[src/verilog/rri_pkg.sv]
// Shared constants and carrier types for the read recovery idle inserter.
`default_nettype none

package rri_pkg;

  // Idle control register layout and reset value.
  localparam logic [15:0] BUS_IDLE_CTRL_RESET = 16'hfff0;
  localparam int          PAIR1_IDLE_LSB      = 10;
  localparam int          PAIR0_IDLE_LSB      = 8;
  localparam int          PAIR1_CONT_BIT      = 5;
  localparam int          PAIR0_CONT_BIT      = 4;

  // Idle gap counter width and its saturation value.
  localparam int          GAP_W               = 2;
  localparam logic [1:0]  GAP_MAX             = 2'h3;
  localparam logic [1:0]  GAP_NONE            = 2'h0;

  // Chip-select codes.
  localparam logic [7:0]  CS_ALL_OFF          = 8'hff;
  localparam logic [7:0]  CS_ONE_HOT          = 8'h01;

  // One access request from the bus controller core.
  typedef struct packed {
    logic       write;                   // High for a write, low for a read.
    logic [2:0] space;                   // Chip-select space number 0 to 7.
  } rri_acc_s;

endpackage : rri_pkg

`default_nettype wire

[src/verilog/rri_gap_counter.sv]
// Saturating counter of idle cycles since the last bus access.
`timescale 1ns/100ps
`default_nettype none

module rri_gap_counter #(
  parameter int W = 2
) (
  input  wire logic         i_mclk,      // System bus clock.
  input  wire logic         i_rst,       // Synchronous reset, active high.
  input  wire logic         i_clear,     // Restart counting at zero.
  output logic      [W-1:0] o_count      // Cycles elapsed, saturating.
);

  // Count saturates so a long quiet bus needs no further idle cycles.
  always_ff @(posedge i_mclk) begin
    if (i_rst || i_clear) begin
      o_count <= i_rst ? {W{1'b1}} : '0;
    end else if (o_count != {W{1'b1}}) begin
      o_count <= o_count + 1'b1;
    end
  end

endmodule : rri_gap_counter

`default_nettype wire

[src/verilog/read_recovery_idle_inserter.sv]
// Inserts idle cycles after reads to chip-select spaces 1/5 and 0/4.
// Functional notes
// RQ1: After pair1 read, idle before pair1 write.
// RQ2: After pair1 read, idle before other spaces.
// RQ3: Pair1 setting value is the idle count.
// RQ4: After pair0 read, idle before pair0 write.
// RQ5: After pair0 read, idle before other spaces.
// RQ6: Pair0 setting value is the idle count.
// RQ7: Idle setting bits reset to one, read/write.
// RQ8: Read then write uses larger idle setting.
// RQ9: Settings live in 16-bit control register.
// RQ10: No access, chip selects negated during idle.
`timescale 1ns/100ps
`default_nettype none

module read_recovery_idle_inserter (
  input  wire logic              i_mclk,                 // System bus clock, 100 MHz.
  input  wire logic              i_rst,                  // Synchronous reset, active high.
  input  wire logic              i_bus_idle_control_wr,  // Write strobe for control register.
  input  wire logic [15:0]       i_bus_idle_control_wdata, // Write data for control register.
  input  wire logic              i_acc_req,              // Access request, held until granted.
  input  wire rri_pkg::rri_acc_s i_acc,                  // Space and direction of the request.
  output logic      [15:0]       o_bus_idle_control_reg, // Control register contents.
  output logic                   o_acc_grant,            // Access cycle in progress.
  output logic      [7:0]        o_cs_n,                 // Chip selects, active low.
  output logic                   o_idle                  // Pending request held off.
);

  logic              last_valid;
  rri_pkg::rri_acc_s last_acc;
  logic [1:0]        gap;

  // Settings belonging to the space pair of the previous access.
  wire [1:0] pair1_idle = o_bus_idle_control_reg[rri_pkg::PAIR1_IDLE_LSB +: 2];
  wire [1:0] pair0_idle = o_bus_idle_control_reg[rri_pkg::PAIR0_IDLE_LSB +: 2];
  wire       pair1_cont = o_bus_idle_control_reg[rri_pkg::PAIR1_CONT_BIT];
  wire       pair0_cont = o_bus_idle_control_reg[rri_pkg::PAIR0_CONT_BIT];
  // RQ3 RQ6 direct count decode
  wire [1:0] last_iw    = last_acc.space[0] ? pair1_idle : pair0_idle;
  wire [1:0] last_cw    = {1'b0, (last_acc.space[0] ? pair1_cont : pair0_cont)};

  // Classification of the pending request against the previous access.
  wire       last_handled = last_valid && !last_acc.space[1];
  wire       last_read    = last_handled && !last_acc.write;
  wire       same_pair    = last_acc.space[1:0] == i_acc.space[1:0];
  // RQ8 larger setting wins
  wire [1:0] iw_or_cw     = (last_iw >= last_cw) ? last_iw : last_cw;

  // Idle cycles owed before the pending request may start.
  wire [1:0] need_after_read  = !same_pair ? last_iw : (i_acc.write ? iw_or_cw : last_cw);
  wire [1:0] need_after_write = same_pair ? last_cw : rri_pkg::GAP_NONE;
  // RQ1 RQ2 RQ4 RQ5 read recovery need
  wire [1:0] need = !last_handled ? rri_pkg::GAP_NONE :
                    (last_read ? need_after_read : need_after_write);

  // RQ10 hold off start
  wire       start  = i_acc_req && (gap >= need);
  wire [7:0] cs_sel = ~(rri_pkg::CS_ONE_HOT << i_acc.space);

  // Idle cycles counted from the access cycle onward.
  rri_gap_counter #(
    .W (rri_pkg::GAP_W)
  ) rri_gap_counter_inst (
    .i_mclk  (i_mclk),
    .i_rst   (i_rst),
    .i_clear (start),
    .o_count (gap)
  );

  // RQ7 RQ9 control register
  always_ff @(posedge i_mclk) begin
    if (i_rst) begin
      o_bus_idle_control_reg <= rri_pkg::BUS_IDLE_CTRL_RESET;
    end else if (i_bus_idle_control_wr) begin
      o_bus_idle_control_reg <= i_bus_idle_control_wdata;
    end
  end

  // Remember the kind and space of the access being started.
  always_ff @(posedge i_mclk) begin
    if (i_rst) begin
      last_valid <= 1'b0;
      last_acc   <= '0;
    end else if (start) begin
      last_valid <= 1'b1;
      last_acc   <= i_acc;
    end
  end

  // RQ10 negate selects when idle
  always_ff @(posedge i_mclk) begin
    if (i_rst) begin
      o_acc_grant <= 1'b0;
      o_cs_n      <= rri_pkg::CS_ALL_OFF;
      o_idle      <= 1'b0;
    end else begin
      o_acc_grant <= start;
      o_cs_n      <= start ? cs_sel : rri_pkg::CS_ALL_OFF;
      o_idle      <= i_acc_req && !start;
    end
  end
endmodule : read_recovery_idle_inserter

`default_nettype wire

[config.mk]
export PLATFORM = sky130hd
export DESIGN_NAME = read_recovery_idle_inserter
export DESIGN_NICKNAME = d
export VERILOG_FILES = /design/src/verilog/rri_pkg.sv /design/src/verilog/rri_gap_counter.sv /design/src/verilog/read_recovery_idle_inserter.sv
export SDC_FILE = /design/constraint.sdc
export NUM_CORES = 1
export LEC_CHECK = 0
export BUFFER_PORTS_ARGS = -buffer_cell sky130_fd_sc_hd__buf_2
export CORE_UTILIZATION = 30
export CTS_BUF_LIST = sky130_fd_sc_hd__clkbuf_16
export CTS_CLUSTER_DIAMETER = 80
export DETAILED_ROUTE_END_ITERATION = 16
export SLEW_MARGIN = 40
export SYNTH_ARGS = -nofsm -noshare
export SYNTH_HDL_FRONTEND = slang
export SYNTH_SLANG_ARGS = --single-unit
[constraint.sdc]
create_clock -name i_mclk -period 2.49 [get_ports i_mclk]
set_input_delay 0.3735 -clock i_mclk [delete_from_list [all_inputs] [get_ports i_mclk]]
set_output_delay 0.3735 -clock i_mclk [all_outputs]
set_load 0.03 [all_outputs]
==> summary.txt <==
Cells and area
  – Final Instance Count excl. Fillers: 231
  – Post-layout net count: 208
  – Max reg flops: 16
  – Share of layout cells above drive strength 1: 40.3%
  – Diode count: 0
  – Area growth from synthesis to final layout: 42.0%
  – Final Cell Area: 1800 um2
  – Final core occ: 44.7%

Global route
  – GRT Util Overall: 13.7%
  – Largest net degree at the start of global routing: 29
  – Antenna violations before repair: 0
  – Vias in the first global route: 1,091
  – First-pass GRT wire length: 4430 um
  – GRT overflow: 0

STA
  – Tmin final: 2460 ps
  – Max Fclk: 0.407 GHz
  – Final hold violation count: 0
  – Max_slew headroom: 67.8%
  – Final period util: 98.7%
  – Final setup TNS: 0 ps
  – Max Transition Viols Final: 0
  – Slew at the pin closest to its max-slew limit: 483 ps
  – RSZ-0062 raised after global routing: yes
  – Setup Skew: 2.75 ps
  – Endpoints failing setup: 0

Routing
  – DRT Pass-1 Iters: 4
  – Vias per cell: 4.80
  – Wire per inst: 12.1 um
  – Initial DRC Count: 42
  – Final wirelength: 2800 um
  – DR vias: 1,108
  – Post-route ant nets: 0
  – Post-route DRC: 0

Logic synthesis
  – Synthesized cell area: 1270 um2
  – Sequential fraction of the synthesis area: 52.1%
  – Mapped Cells: 125
  – Mapped Nets: 153
  – Syn avg cell area: 10.1 um2
  – Distinct cells, synth: 27
  – Register bit total from synthesis: 32
  – YS warnings: 0

Power and ir drop
  – Total power: 1.47 mW
  – VDD IR max: 0.000427 V
  – Leak Pwr: 0.786 nW
  – Pwr per Cell Area: 817 nW/um2

Clock network
  – H-tree depth: 2
  – Num CTS Buffers: 5
  – CTS Buffer Depth: 2
  – Cts hold-fix bufs: 0
  – CTS root buffer: clkbuf_16
  – CTS Sinks: 32
  – Clock-pin slew on the worst setup and hold paths: 50 ps
  – CTS tree: yes
  – Clock Latency Late Sink: 270 ps

Placed design
  – Placer Congestion: 0.914
  – Instance area at placement: 1590 um2
  – Post-DP HPWL: 1980 um
  – DP Cell Count: 222
  – Port Buffer Count: 49

Setup path
  – Worst Path Buf+Inv: 1
  – Crit Path Class: register to register
  – Reg2reg setup slack: 30 ps
  – Worst setup EP type: register
  – WP data arrival: 2600 ps
  – Startpoint Class: register
  – R2R depth: 11
  – Crit path to: last_valid
  – Crit Reg-Reg Endpoint: last_valid
  – Slowest cell on the critical path: dfxtp_4
  – Max incr delay on CP: 370 ps
  – WP data required: 2640 ps
  – CP Max Fanout: 5
  – Worst R2R Start: last_acc[0]
  – Cell chain of the critical path: mux2_4 -> ha_4 -> o31a_1 -> nor2b_1 -> o21ai_1 -> ha_1 -> nand2b_4 -> a21o_1 -> buf_4 -> a21oi_2 -> nor2_1
  – Top delay family on crit path: compound AO/OA/AOI/OAI gates
  – Crit path depth: 11
  – Crit. Startpoint: last_acc[0]

Floorplan
  – Die area: 4490 um2
  – Core area: 4030 um2
  – Initial Util: 31.5%
  – # IOs: 50
  – Std cell rows: 23
  – Die width: 67.0 um
  – Die height: 67.0 um

Run
  – Max Cap Viol: 0

Worst hold path
  – Hold Crit Class: input pin to register
  – Hold path cells: 2

Outcome
  – Status: complete, no violations
[stage by stage]
step	hold WS [ps]	worst slack, ps
3_5_place_dp	462	-205
3_3_place_gp	458	-80.0
4_1_cts	297	8.42
6_report	300	33.2
2_1_floorplan	438	3.75
5_1_grt	303	-85.2
[metal layers]
metal  wire (um)  track usage (%)  part of all wire (%)
met2        1320             23.0                    47
met3         252             5.99                   9.0
met5           0                0                     0
met4          44             6.12                   1.6
met1        1180             14.5                    42
[worst min path at each step]
stage | startpoint | end
finish | i_bus_idle_control_wdata[6] | o_bus_idle_control_reg[6]
floorplan | last_valid | last_valid
global route | i_bus_idle_control_wdata[9] | o_bus_idle_control_reg[9]
detailed placement | last_valid | last_valid
CTS | i_bus_idle_control_wdata[6] | o_bus_idle_control_reg[6]
global placement | last_valid | last_valid
[cells by family (layout without fill, tap and decap cells)]
logic type	after synthesis	after routing	share of synthesized area [%]
AOI/OAI and AO/OA	27	27	15.3
xor gates and xnor gates	2	2	1.38
adders and majority gates	4	4	3.94
buffers and inverters	8	64	2.76
DFF	32	32	52.1
muxes	7	7	6.02
and+or+nand+nor	45	45	18.5
[what timing repair did]
item                                    CTS  global route
resized for setup                         7             8
buffers inserted                          1             1
endpoints found under the setup margin   17            16
pin swaps                                 3             6
[cells in the mapped netlist]
| cell type | number | share of area, % |
|---|---|---|
| xnor2_1 | 2 | 1.4 |
| inv_1 | 3 | 0.89 |
| nand3_1 | 5 | 2.0 |
| ha_1 | 4 | 3.9 |
| mux2_4 | 1 | 1.2 |
| nor2b_1 | 15 | 7.4 |
| mux2i_1 | 5 | 3.9 |
| o31a_1 | 1 | 0.69 |
| buf_2 | 1 | 0.39 |
| clkbuf_1 | 3 | 0.89 |
| a21o_1 | 3 | 1.8 |
| buf_4 | 1 | 0.59 |
| nand2_1 | 8 | 2.4 |
| dfxtp_1 | 30 | 47 |
| mux2_2 | 1 | 0.89 |
| a21oi_1 | 5 | 2.0 |
| nand4b_1 | 1 | 0.69 |
| a211o_1 | 12 | 8.3 |
| o211ai_1 | 1 | 0.59 |
| nor2_1 | 9 | 2.7 |
| nand3b_1 | 1 | 0.59 |
| o21ai_1 | 1 | 0.39 |
| nor3b_1 | 1 | 0.59 |
| edfxtp_1 | 2 | 4.7 |
| o21ai_0 | 4 | 1.6 |
| nor3_1 | 2 | 0.79 |
| nand2b_1 | 3 | 1.5 |
[power by group]
group          internal, mW  switching, mW  total (mW)
logic                 0.140          0.182       0.322
registers             0.562         0.0251       0.587
clock network         0.361          0.201       0.562
total                  1.06          0.408        1.47
[cells in the final DEF, fill, tap and decap left out, drive strengths merged]
master,count
buf,53
dfxtp,30
nor2b,15
a211o,12
nor2,9
nand2,8
nand3,5
clkbuf,5
o21ai,5
mux2i,5
a21oi,5
ha,4
inv,3
a21o,3
nand2b,3
clkinv,3
xnor2,2
mux2,2
edfxtp,2
nor3,2
o211ai,1
o31a,1
nand4b,1
nand3b,1
nor3b,1
[final cells by class]
class	instances	area, um2
fill	401	2230
sequential	32	667
multi-input combinational	85	643
timing repair buffer	53	279
clock buffer	5	125
tap	50	62.6
clock inverter	3	13.8
inverter	3	11.3
No activity file was read; power rests on OpenSTA's default activity.
